### src/verilog/uifp_pkg.sv
/*
 Constants, encodings and state type of the universal input
 frequency/PWM/discrete channel. Assumes a 25 MHz system clock.
*/
// What this block does
// - Discrete mode samples the input once every millisecond.
// - Zero debounce passes samples; else level changes after stable configured time.
// - Frequency and duty come from counting internal clock ticks per input period.
// - Each channel owns a 16-bit period counter, range 0.9155 Hz to 12.5 kHz.
// - Polarity picks the edge: active-high rising, active-low falling.
// - Enabled spike filter suppresses pulses shorter than the selected time.
// - Optional moving average over recent readings before output.
// - Frequency below minimum, DC included, reports zero.
// - Reported frequency is clamped to the maximum frequency.
// - Above maximum enters Recovery until next counter saturation re-measures.
// - Recovery is left only if measured frequency at saturation is below maximum.
// - Recovery lasts at least one saturation interval; frequency stays at maximum meanwhile.
// - Absent PWM reports 0% or 100% from level and polarity at saturation.
// - After PWM vanishes the last duty holds until DC duty takes over.
// - PWM below minimum reports 0% or 100% from level at saturation.
// - PWM above maximum enters Recovery and reports 0% duty.
// - Filter setting: 0 off, 1 142 ns, 2 1.14 us, 3 6.10 us.
// - Averaging setting: 0 none, 1 three, 2 five, 3 ten readings.
// - Polarity setting: 0 active-high, 1 active-low.
`default_nettype none
package uifp_pkg;
    localparam int CLK_HZ           = 25_000_000;
    localparam int CLK_PERIOD_NS    = 40;
    localparam int SAMPLE_PERIOD_US = 1000;
    localparam int MS_CYC           = SAMPLE_PERIOD_US * 1000 / CLK_PERIOD_NS;
    localparam int FLT1_NS          = 142;
    localparam int FLT2_NS          = 1140;
    localparam int FLT3_NS          = 6100;
    localparam int FLT1_CYC         = (FLT1_NS + CLK_PERIOD_NS - 1) / CLK_PERIOD_NS;
    localparam int FLT2_CYC         = (FLT2_NS + CLK_PERIOD_NS - 1) / CLK_PERIOD_NS;
    localparam int FLT3_CYC         = (FLT3_NS + CLK_PERIOD_NS - 1) / CLK_PERIOD_NS;
    localparam logic [15:0] CNT_MAX = 16'hFFFF;
    // Tick rate: minimum frequency 0.9155 Hz times 2^16
    localparam int F_TICK_HZ        = 60000;
    localparam int TICK_DIV         = CLK_HZ / F_TICK_HZ;
    localparam int FREQ_MAX_HZ      = 12500;
    localparam logic [15:0] FREQ_MAX      = 16'(FREQ_MAX_HZ);
    localparam logic [15:0] MIN_CNT       = 16'((F_TICK_HZ + FREQ_MAX_HZ - 1) / FREQ_MAX_HZ);
    localparam logic [15:0] REC_EDGES_MAX = 16'(FREQ_MAX_HZ * (int'(CNT_MAX) + 1) / F_TICK_HZ);
    localparam logic [6:0]  DUTY_FULL     = 7'h64;
    localparam logic [6:0]  DUTY_ZERO     = 7'h00;
    localparam logic        POL_HIGH      = 1'b0;
    localparam logic [1:0]  SEL_0         = 2'h0;
    localparam logic [1:0]  SEL_1         = 2'h1;
    localparam logic [1:0]  SEL_2         = 2'h2;
    localparam logic [1:0]  SEL_3         = 2'h3;
    localparam int          AVG_MAX       = 10;
    localparam logic [3:0]  AVG_N0        = 4'h1;
    localparam logic [3:0]  AVG_N1        = 4'h3;
    localparam logic [3:0]  AVG_N2        = 4'h5;
    localparam logic [3:0]  AVG_N3        = 4'hA;
    localparam int          DIV_W         = 32;
    // Cycles until synchroniser and filter hold the pin level
    localparam logic [2:0]  SETTLE_CYC    = 3'h4;
    typedef enum logic [4:0] {
        S_IDLE = 5'h01,
        S_FREQ = 5'h02,
        S_DUTY = 5'h04,
        S_AVGF = 5'h08,
        S_AVGD = 5'h10
    } uifp_st_t;
endpackage
`default_nettype wire

### src/verilog/uifp_div_if.sv
/*
 Request/answer bundle between the channel and its serial divider.
 Assumes both ends on the same clock; start and done are one-cycle pulses.
*/
`timescale 1ns/1ps
`default_nettype none
interface uifp_div_if;
    logic        start;
    logic [31:0] num;
    logic [15:0] den;
    logic        done;
    logic [15:0] quo;
    modport req (output start, output num, output den, input done, input quo);
    modport srv (input start, input num, input den, output done, output quo);
endinterface
`default_nettype wire

### src/verilog/uifp_div.sv
/*
 Restoring serial divider, 32-bit by 16-bit, quotient saturated to 16 bits.
 Assumes start is not raised while a division runs.
*/
`timescale 1ns/1ps
`default_nettype none
module uifp_div
    import uifp_pkg::*;
(
    input  wire logic clk_i,
    input  wire logic srst_i,
    uifp_div_if.srv   div
);
    typedef struct packed {
        logic        busy;
        logic [5:0]  cnt;
        logic [31:0] num;
        logic [15:0] den;
        logic [16:0] rem;
        logic [31:0] quo;
        logic        done;
    } uifp_div_st_t;

    uifp_div_st_t r;
    uifp_div_st_t n;
    logic [16:0]  rem_sh;

    assign rem_sh   = {r.rem[15:0], r.num[31]};
    assign div.done = r.done;
    assign div.quo  = (r.quo[31:16] != 16'h0000) ? 16'hFFFF : r.quo[15:0];

    always_comb
    begin
        n      = r;
        n.done = 1'b0;
        if (div.start)
        begin
            n.busy = 1'b1;
            n.cnt  = 6'h00;
            n.num  = div.num;
            n.den  = div.den;
            n.rem  = 17'h00000;
            n.quo  = 32'h00000000;
        end
        else if (r.busy)
        begin
            if (rem_sh >= {1'b0, r.den})
            begin
                n.rem = rem_sh - {1'b0, r.den};
                n.quo = {r.quo[30:0], 1'b1};
            end
            else
            begin
                n.rem = rem_sh;
                n.quo = {r.quo[30:0], 1'b0};
            end
            n.num = {r.num[30:0], 1'b0};
            n.cnt = r.cnt + 6'h01;
            if (r.cnt == 6'(DIV_W - 1))
            begin
                n.busy = 1'b0;
                n.done = 1'b1;
            end
        end
    end

    always_ff @(posedge clk_i)
    begin
        if (srst_i)
            r <= '0;
        else
            r <= n;
    end
endmodule
`default_nettype wire

### src/verilog/uifp_chan.sv
/*
 One universal input channel: discrete level, period counting for
 frequency and PWM duty, spike filter, Recovery and averaging.
 Assumes sig_i is asynchronous to clk_i and settings are quasi-static.
*/
`timescale 1ns/1ps
`default_nettype none
module uifp_chan
    import uifp_pkg::*;
#(
    parameter int MS_CYC_P   = MS_CYC,
    parameter int TICK_DIV_P = TICK_DIV
)(
    input  wire logic       clk_i,
    input  wire logic       srst_i,
    input  wire logic       sig_i,
    input  wire logic       polarity_i,
    input  wire logic [1:0] filt_sel_i,
    input  wire logic [1:0] avg_sel_i,
    input  wire logic [9:0] disc_deb_ms_i,
    output logic            disc_level_o,
    output logic [15:0]     freq_o,
    output logic [6:0]      duty_o,
    output logic            recovery_o,
    output logic            valid_o,
    output logic            sat_evt_o
);
    typedef struct packed {
        logic [1:0]                sync;
        logic                      filt;
        logic [7:0]                fcnt;
        logic                      act_d;
        logic [8:0]                psc;
        logic [15:0]               per_cnt;
        logic [15:0]               act_cnt;
        logic                      seen;
        logic                      rec;
        logic [15:0]               edges;
        logic [15:0]               cap_per;
        logic [15:0]               cap_act;
        uifp_st_t                  st;
        logic                      go;
        logic [15:0]               f_new;
        logic [AVG_MAX-1:0][15:0]  hist_f;
        logic [AVG_MAX-1:0][15:0]  hist_d;
        logic [3:0]                fill;
        logic [15:0]               freq;
        logic [6:0]                duty;
        logic                      valid;
        logic                      sat;
        logic [14:0]               ms_cnt;
        logic                      disc;
        logic [9:0]                deb_cnt;
        logic [2:0]                settle;
    } uifp_chan_t;

    uifp_chan_t  r;
    uifp_chan_t  n;
    logic        act;
    logic        edge_a;
    logic        armed;
    logic        restart;
    logic        tick;
    logic        sat_now;
    logic        ms_tick;
    logic        smp;
    logic [6:0]  sat_duty;
    logic [7:0]  flt_cyc;
    logic [3:0]  n_avg;
    logic [3:0]  n_eff;
    logic [19:0] sum_f;
    logic [19:0] sum_d;

    uifp_div_if div ();

    uifp_div u_div (
        .clk_i  (clk_i),
        .srst_i (srst_i),
        .div    (div.srv)
    );

    // Active level follows polarity: rising edge of act is the period edge
    assign act      = r.filt ^ (polarity_i != POL_HIGH);
    // No edge until sync and filter hold the pin level: no false edge after reset
    assign armed    = (r.settle == SETTLE_CYC);
    assign edge_a   = act & ~r.act_d & armed;
    assign restart  = edge_a & ~r.rec;
    assign tick     = (r.psc == 9'(TICK_DIV_P - 1));
    assign sat_now  = tick && (r.per_cnt == CNT_MAX) && !restart;
    assign ms_tick  = (r.ms_cnt == 15'(MS_CYC_P - 1));
    assign smp      = r.sync[1] ^ (polarity_i != POL_HIGH);
    assign sat_duty = act ? DUTY_FULL : DUTY_ZERO;

    always_comb
    begin
        case (filt_sel_i)
            SEL_1:   flt_cyc = 8'(FLT1_CYC);
            SEL_2:   flt_cyc = 8'(FLT2_CYC);
            SEL_3:   flt_cyc = 8'(FLT3_CYC);
            default: flt_cyc = 8'h01;
        endcase
        case (avg_sel_i)
            SEL_1:   n_avg = AVG_N1;
            SEL_2:   n_avg = AVG_N2;
            SEL_3:   n_avg = AVG_N3;
            default: n_avg = AVG_N0;
        endcase
        n_eff = (r.fill < n_avg) ? r.fill : n_avg;
        sum_f = 20'h00000;
        sum_d = 20'h00000;
        for (int i = 0; i < AVG_MAX; i++)
        begin
            if (4'(i) < n_eff)
            begin
                sum_f = sum_f + 20'(r.hist_f[i]);
                sum_d = sum_d + 20'(r.hist_d[i]);
            end
        end
    end

    // Divider operands per step of the measurement chain
    assign div.start = r.go;
    always_comb
    begin
        div.num = 32'h00000000;
        div.den = 16'h0000;
        case (r.st)
            S_FREQ:
            begin
                div.num = 32'(F_TICK_HZ);
                div.den = r.cap_per;
            end
            S_DUTY:
            begin
                div.num = 32'(r.cap_act) * 32'(DUTY_FULL);
                div.den = r.cap_per;
            end
            S_AVGF:
            begin
                div.num = 32'(sum_f);
                div.den = 16'(n_eff);
            end
            S_AVGD:
            begin
                div.num = 32'(sum_d);
                div.den = 16'(n_eff);
            end
            default:
            begin
                div.num = 32'h00000000;
                div.den = 16'h0000;
            end
        endcase
    end

    always_comb
    begin
        n       = r;
        n.valid = 1'b0;
        n.sat   = 1'b0;
        n.go    = 1'b0;
        n.sync  = {r.sync[0], sig_i};
        n.act_d = act;
        if (!armed)
            n.settle = r.settle + 3'h1;
        // Spike filter on the synchronised input, bypassed while settling
        if (filt_sel_i == SEL_0 || !armed)
        begin
            n.filt = r.sync[1];
            n.fcnt = 8'h00;
        end
        else if (r.sync[1] == r.filt)
            n.fcnt = 8'h00;
        else if (r.fcnt + 8'h01 >= flt_cyc)
        begin
            n.filt = r.sync[1];
            n.fcnt = 8'h00;
        end
        else
            n.fcnt = r.fcnt + 8'h01;
        n.psc = tick ? 9'h000 : r.psc + 9'h001;
        // Edges in Recovery only counted over the saturation window
        if (edge_a && r.rec && r.edges != CNT_MAX)
            n.edges = r.edges + 16'h0001;
        if (restart)
        begin
            // Tick on the edge cycle belongs to the new period
            n.per_cnt = {15'h0000, tick};
            n.act_cnt = {15'h0000, tick & act};
            n.seen    = 1'b1;
            if (r.seen && r.st == S_IDLE)
            begin
                n.cap_per = r.per_cnt;
                n.cap_act = r.act_cnt;
                if (r.per_cnt < MIN_CNT)
                begin
                    n.rec   = 1'b1;
                    n.edges = 16'h0000;
                    n.freq  = FREQ_MAX;
                    n.duty  = DUTY_ZERO;
                    n.valid = 1'b1;
                    n.fill  = 4'h0;
                end
                else
                begin
                    n.st = S_FREQ;
                    n.go = 1'b1;
                end
            end
        end
        else if (tick)
        begin
            if (r.per_cnt == CNT_MAX)
            begin
                n.per_cnt = 16'h0000;
                n.act_cnt = 16'h0000;
                n.seen    = 1'b0;
                n.sat     = 1'b1;
                n.edges   = 16'h0000;
                if (r.rec)
                begin
                    if (r.edges <= REC_EDGES_MAX)
                        n.rec = 1'b0;
                end
                else
                begin
                    n.freq  = 16'h0000;
                    n.duty  = sat_duty;
                    n.valid = 1'b1;
                    n.fill  = 4'h0;
                end
            end
            else
            begin
                n.per_cnt = r.per_cnt + 16'h0001;
                n.act_cnt = r.act_cnt + {15'h0000, act};
            end
        end
        case (r.st)
            S_IDLE:
                n.st = n.st;
            S_FREQ:
                if (div.done)
                begin
                    n.f_new = (div.quo > FREQ_MAX) ? FREQ_MAX : div.quo;
                    n.st    = S_DUTY;
                    n.go    = 1'b1;
                end
            S_DUTY:
                if (div.done)
                begin
                    n.hist_f = {r.hist_f[AVG_MAX-2:0], r.f_new};
                    n.hist_d = {r.hist_d[AVG_MAX-2:0],
                                (div.quo > 16'(DUTY_FULL)) ? 16'(DUTY_FULL) : div.quo};
                    if (r.fill < 4'(AVG_MAX))
                        n.fill = r.fill + 4'h1;
                    n.st = S_AVGF;
                    n.go = 1'b1;
                end
            S_AVGF:
                if (div.done)
                begin
                    n.freq = div.quo;
                    n.st   = S_AVGD;
                    n.go   = 1'b1;
                end
            S_AVGD:
                if (div.done)
                begin
                    n.duty  = div.quo[6:0];
                    n.valid = 1'b1;
                    n.st    = S_IDLE;
                end
            default:
                n.st = S_IDLE;
        endcase
        // Discrete level, sampled once per millisecond
        n.ms_cnt = ms_tick ? 15'h0000 : r.ms_cnt + 15'h0001;
        if (ms_tick)
        begin
            if (disc_deb_ms_i == 10'h000)
            begin
                n.disc    = smp;
                n.deb_cnt = 10'h000;
            end
            else if (smp == r.disc)
                n.deb_cnt = 10'h000;
            else if (r.deb_cnt + 10'h001 >= disc_deb_ms_i)
            begin
                n.disc    = smp;
                n.deb_cnt = 10'h000;
            end
            else
                n.deb_cnt = r.deb_cnt + 10'h001;
        end
    end

    always_ff @(posedge clk_i)
    begin
        if (srst_i)
        begin
            r    <= '0;
            r.st <= S_IDLE;
        end
        else
            r <= n;
    end

    assign disc_level_o = r.disc;
    assign freq_o       = r.freq;
    assign duty_o       = r.duty;
    assign recovery_o   = r.rec;
    assign valid_o      = r.valid;
    assign sat_evt_o    = r.sat;
endmodule
`default_nettype wire

### config.mk
export PLATFORM = sky130hd
export DESIGN_NAME = uifp_chan
export DESIGN_NICKNAME = d
export VERILOG_FILES = /design/src/verilog/uifp_pkg.sv /design/src/verilog/uifp_div_if.sv /design/src/verilog/uifp_div.sv /design/src/verilog/uifp_chan.sv
export SDC_FILE = /design/constraint.sdc
export NUM_CORES = 2
export LEC_CHECK = 0
export ABC_AREA = 1
export ABC_CLOCK_PERIOD_IN_PS = 28400
export BUFFER_PORTS_ARGS = -buffer_cell sky130_fd_sc_hd__clkbuf_2
export CELL_PAD_IN_SITES_DETAIL_PLACEMENT = 1
export CELL_PAD_IN_SITES_GLOBAL_PLACEMENT = 1
export CORE_MARGIN = 1.5
export CORE_UTILIZATION = 47
export DETAILED_ROUTE_END_ITERATION = 16
export GPL_ROUTABILITY_DRIVEN = 1
export PLACE_DENSITY = 0.92
export SYNTH_ARGS = -nofsm -noshare
export SYNTH_HDL_FRONTEND = slang
export SYNTH_SLANG_ARGS = --single-unit
### constraint.sdc
create_clock -name clk_i -period 28.4 [get_ports clk_i]
set_clock_uncertainty 0.1 [all_clocks]
set_input_delay 7.1 -clock clk_i [delete_from_list [all_inputs] [get_ports clk_i]]
set_output_delay 7.1 -clock clk_i [all_outputs]
set_load 0.1 [all_outputs]
# Word level (Yosys, flattened, before mapping)
# Index checks and enable logic that the tools add are counted.
dict set report totals {
  ff_bits 607
  out_inout_bits 27
  wordCells 238
}
dict set report op_classes {
  addsub 29
  n_mul 1
  magnitude_cmp 19
  eq_ne 23
  mux 74
  bitwise 10
  reduce_logical 29
}
# op count
set ops {}
lappend ops {{20-bit 2-to-1 mux} 18}
lappend ops {{20-bit by 16-bit adder with 20-bit output} 16}
lappend ops {{16-bit 2-to-1 mux} 8}
lappend ops {{28-bit 2-to-1 mux} 4}
lappend ops {{23-bit case mux with 4 select lines} 1}
lappend ops {{39-bit 2-to-1 mux} 2}
lappend ops {{35-bit 2-to-1 mux} 2}
lappend ops {{29-bit 2-to-1 mux} 2}
lappend ops {{55-bit 2-to-1 mux} 1}
lappend ops {{48-bit 2-to-1 mux} 1}
lappend ops {{16-bit by 16-bit adder with 17-bit output} 2}
lappend ops {{16-bit by 1-bit adder with 16-bit output (second input constant)} 2}
lappend ops {{32-bit 2-to-1 mux} 1}
lappend ops {{8-bit 2-to-1 mux} 4}
lappend ops {{16-bit case mux with 2 select lines} 1}
lappend ops {{5-bit case mux with 5 select lines} 1}
lappend ops {{6-bit 2-to-1 mux} 4}
lappend ops {{8-bit case mux with 3 select lines} 1}
lappend ops {{22-bit 2-to-1 mux} 1}
lappend ops {{16-bit by 5-bit multiplier with 21-bit output (second input constant)} 1}
lappend ops {{10-bit 2-to-1 mux} 2}
lappend ops {{18-bit 2-to-1 mux} 1}
lappend ops {{17-bit by 16-bit greater-or-equal comparator with 1-bit output} 1}
lappend ops {{17-bit 2-to-1 mux} 1}
lappend ops {{other kinds (61)} 107}

# Longest topological paths before layout
dict set report logic_depth {
  ltp_word 26
  depth_mapped 94
  ltp_nobuf 90
}

# By module
# A second synthesis with hierarchy kept.
dict set report hier_totals {
  cells_unflattened 6504
  area_unflattened_um2 43242.7
}
# mod instances cells_each area_each_um2 seq_area_each_um2
set modules_own_cells {}
lappend modules_own_cells {uifp_chan 1 5767 38056.5 10069.7}
lappend modules_own_cells {uifp_div 1 737 5186.2 2082.0}

# Worst setup path after synthesis
# No wires, ideal clock.
dict set report synth_timing {
  path_kind {in2reg}
  start {input port avg_sel_i[1]}
  end {register u_div.r[85] (netlist name)}
  setup_time_ns 0.132
  arrival_time_ns 18.213
  t_required_ns 28.168
  slack_ns 9.955
  cell_stages 85
  n_path_buf 4
  cell_sequence {nand2_2 ha_1 a21oi_1 nand2_2 nand2_1 nand2_2 nor2_4 nand2_4 buf_6 inv_1 buf_2 buf_1 clkbuf_1 nor2_1 ha_1 nand2_1 inv_1 o21ai_1 (+49 left out) nand2_1 inv_1 a21oi_1 o21ai_0 nand2_1 ha_1 inv_1 o211ai_1 a21o_1 nand2_1 nor2_1 nand3_1 nor2_1 nand2_1 nand3_1 nand3_1 nand2_1 a21oi_2}
}
dict set report synth_between {
  elab_chain_len 26
  word_cells_on_any_way 56
}
# item line_no
set synth_rtl {}
lappend synth_rtl {{from (decl)} uifp_chan.sv:19} ;# input wire logic [1:0] avg_sel_i,
lappend synth_rtl {{2-bit equality test or 2-bit by 1-bit equality test with 1-bit output (tied branches)} uifp_chan.sv:102} ;# case (avg_sel_i)
lappend synth_rtl {{4-bit case mux with 3 select lines *} uifp_chan.sv:102}
lappend synth_rtl {{4-bit less-than comparator} uifp_chan.sv:108} ;# n_eff = (r.fill < n_avg) ? r.fill : n_avg;
lappend synth_rtl {{4-bit 2-to-1 mux *} uifp_chan.sv:108}
lappend synth_rtl {{1-bit by 4-bit less-than comparator with 1-bit output} uifp_chan.sv:113} ;# if (4'(i) < n_eff)
lappend synth_rtl {{16-bit 2-to-1 mux} uifp_chan.sv:113}
lappend synth_rtl {{16-bit by 16-bit adder with 17-bit output (on tied branches)} {uifp_chan.sv:116, uifp_chan.sv:115}}
lappend synth_rtl {{20-bit 2-to-1 mux} uifp_chan.sv:113}
lappend synth_rtl {{(+10 left out)} --}
lappend synth_rtl {{20-bit by 16-bit adder with 20-bit output (on tied branches)} {uifp_chan.sv:116, uifp_chan.sv:115}}
lappend synth_rtl {{20-bit 2-to-1 mux} uifp_chan.sv:113}
lappend synth_rtl {{20-bit by 16-bit adder with 20-bit output (on tied branches)} {uifp_chan.sv:116, uifp_chan.sv:115}}
lappend synth_rtl {{20-bit 2-to-1 mux} uifp_chan.sv:113}
lappend synth_rtl {{20-bit by 16-bit adder with 20-bit output (on tied branches)} {uifp_chan.sv:116, uifp_chan.sv:115}}
lappend synth_rtl {{20-bit 2-to-1 mux} uifp_chan.sv:113}
lappend synth_rtl {{23-bit case mux with 4 select lines *} uifp_chan.sv:127} ;# case (r.st)
lappend synth_rtl {{39-bit 2-to-1 mux *} uifp_div.sv:36} ;# if (div.start)
lappend synth_rtl {{to (signal assigned)} uifp_div.sv:72} ;# r <= n;
lappend synth_rtl {{to (decl)} uifp_div.sv:24} ;# uifp_div_st_t r;
# Every way passes the cells marked *; elsewhere a longest branch is shown, timed or not.
# A chain may end at the register's enable or synchronous reset.

# Worst setup path after layout
dict set report layout_timing {
  start {input port avg_sel_i[0]}
  end {register u_div.r[85] (netlist name)}
}
# The elaborated chain is that of the path after synthesis.

==> reports/qor.txt <==
N_diodes: 0
Number of hold violations in the final report: 0
WP data arrival: 21.61 ns
Vias post-DR: 42600
Rows: 109
Width of the chip: 303 um
Register area share after synthesis: 28.7%
Detail Placement HPWL: 96.1 mm
Die footprint: 92000 um^2
R2R setup slack: 13.52 ns
Clock transition at path regs: 0.06 ns
Average wire per standard cell: 18.4 um
Reg2reg start: r[57]
Gr ovfl total: 0
Slew Limit Headroom: 21.5%
Max frequency: 0.0474 GHz
Synth unique cells: 61
Synthesized net count: 6742
Leak pwr: 22.2 nW
Clk_lat worst skew: 0.68 ns
Final setup fails: 0
CTS Buf Count: 73
Critical path capture point type: flip-flop
Total GRT Usage: 29.7%
Slowest CP cell: inv_1
Critical path class: primary input to flip-flop
Synth-to-Final Area Change: 8.43%
Worst vdd ir: 51.2 uV
CTS tree: yes
Net Sw Frac: 23.9%
Design Area, Final: 46000 um^2
Final nets: 6640
Number of global-route vias before repair: 45800
Largest area contributor in the netlist: dfxtp_1
Hold Crit Depth: 2
Cell repeated most along the worst path: nand2_1
Net load switching power: 0.000472 W
Setup TNS: 0 ns
First-pass GRT wire length: 227 mm
FF-to-FF End: u_div.r[85]
Status: finished, final reports clean
Clk sinks: 607
Iteration-0 DRC Markers: 2358
Min Tclk post-route: 21.11 ns
Seq pwr share: 43.5%
Syn avg cell area: 6.74 um^2
# Post-CTS Setup Buffers: 0
Ys flop type: dfxtp_1
ANT nets after route: 0
Pre-antenna DRT Iters: 5
Ys async rst share: 0%
Seq cells post-synth: 607
Number of flops mapped to enable cells by yosys: 0
Yosys warns: 0
Final worst-path cycle share: 74.3%
Via density: 5.75
CTS resizes: 0
Worst hold path type: flip-flop to flip-flop
Util after Layout: 51.7%
Post-DP Area: 43300 um^2
Yosys top cell area share: 28.7%
Worst hold slack: 0.310 ns
Die Y: 303 um
Slew Viols, Final: 0
Initial antenna violation count: 0
CP Max Fanout: 48
Slowest cell delay on critical path: 0.81 ns
Slew @ Worst Pin: 1.18 ns
Reg2reg path depth: 76
Kind of start point of the critical path: primary input
Worst EP required: 28.90 ns
Synthesized area: 42400 um^2
# port buffers: 44
Crit. Startpoint: avg_sel_i[0]
Top Ports: 45
Comb pwr share: 3.2%
Internal power: 0.00150 W
P per Cell Area: 42.9 nW/um^2
Synth Instances: 6289
Top cells by area, synth: dfxtp_1 (29%), ha_1 (12%), nand2_1 (10%)
Clk root buf: clkbuf_16
Max-Cap Viols: 0
# DRC: 0
GPL Wtd Cong: 0.875
Clk buf depth: 3
Clock power frac: 53.3%
RSZ-0062 raised after global routing: no
Share of cells above drive strength 1: 5.35%
CP endpoint: u_div.r[85]
# hold bufs at CTS: 0
Core Footprint: 88900 um^2
CTS H-tree lvls: 3
Largest net degree at the start of global routing: 237
Final wirelength: 136 mm
Initial core utilization: 47.7%
-- cell usage in the layout (no fill, tap or decap), drive strengths merged, types with 36 or more instances in the layout --
cell	count
inv	717
nand2	1196
nor2	850
dfxtp	607
a21oi	538
xnor2	86
nor3	61
ha	405
nand4	46
o21ai	695
xor2	136
nand3	325
a31oi	40
clkbuf	143
o21bai	36
-- layout make-up --
| class | instances | area, um^2 |
|---|---|---|
| Fill cell | 11800 | 43000 |
| Multi-Input combinational cell | 4701 | 26400 |
| Sequential cell | 607 | 12200 |
| Inverter | 726 | 2740 |
| Clock buffer | 100 | 2080 |
| Tap cell | 1165 | 1460 |
| Clock inverter | 30 | 599 |
| Timing Repair Buffer | 78 | 490 |
-- state kept, by name, indices dropped and copies added, names as in the netlist --
signal,count
u_div.r,103
n,1
freq_o,16
recovery_o,1
duty_o,7
valid_o,1
sat_evt_o,1
div.start,1
disc_level_o,1
u_div.div.done,1
r,474
-- stage by stage --
| stage | instances | setup slack, ns | power (W) |
|---|---|---|---|
| after floorplan | 6289 | 9.95 | 0.000919 |
| after global placement | 7277 | 7.77 | 0.000934 |
| after detailed placement | 7277 | 7.02 | 0.000937 |
| after CTS | 7407 | 7.42 | 0.00198 |
| after global routing | 7407 | 5.93 | 0.00202 |
| final | 7407 | 7.29 | 0.00197 |
-- synthesized netlist by cell type, drive strengths merged (2+ instances only) --
master	instances
fa	30
xor2	136
o221a	2
a32o	4
o21a	13
o32ai	7
a21boi	10
a21o	13
a41oi	2
nor3	61
ha	405
o31ai	12
clkinv	11
o21bai	36
nand2	1196
or2	32
xnor2	86
buf	68
and2	17
clkbuf	187
nand4	46
o211ai	17
o2111ai	5
o41ai	3
o221ai	6
a221oi	8
nor2	850
a211oi	17
nand3	325
a31oi	40
and3	2
dfxtp	607
nor4	20
o21ai	695
a2111oi	3
o22ai	30
inv	715
a21oi	538
nor3b	11
nand3b	19
-- power by group through the flow --
stage | logic [W] | registers (W) | clock network (W)
after global routing | 0.0000708 | 0.000858 | 0.00110
after floorplan | 0.0000433 | 0.000876 | 0
final | 0.0000634 | 0.000858 | 0.00105
after detailed placement | 0.0000610 | 0.000876 | 0
after global placement | 0.0000577 | 0.000876 | 0
after CTS | 0.0000631 | 0.000858 | 0.00106
-- worst min-delay path by stage --
stage | from | end | slack, ns
floorplan | n[502] | r[502] | 0.29
global placement | n[502] | r[502] | 0.29
detailed placement | n[502] | r[502] | 0.30
CTS | n[502] | r[502] | 0.31
global route | n[502] | r[502] | 0.32
finish | n[502] | r[502] | 0.31
-- per-layer routing --
metal / share of wire, % / vias up / wire, um / track usage [%]
met5: 0 / - / 0 / 0
met4: 4.1 / 0 / 5610 / 12.8
met3: 3.7 / 356 / 5020 / 3.89
met2: 50 / 873 / 68700 / 54.5
met1: 42 / 20800 / 57200 / 34.3
li1: - / 20500 / - / -
-- critical path: cells and delay by family --
kind | cells | cell delay [ns]
compound gates | 19 | 4.08
simple gates | 34 | 3.95
fa+ha+maj | 11 | 3.54
buf+inv | 9 | 1.90
xor+xnor | 6 | 0.96
-- logic make-up after synthesis --
logic type                 after synthesis  synth area share (%)
AOI/OAI and AO/OA                     1465                  18.7
xor gates and xnor gates               222                  4.59
adders and majority gates              435                  13.4
DFF                                    607                  28.7
buffers and inverters                  981                  9.00
and+or+nand+nor                       2579                  25.7
Power figures use the tool's default switching activity.
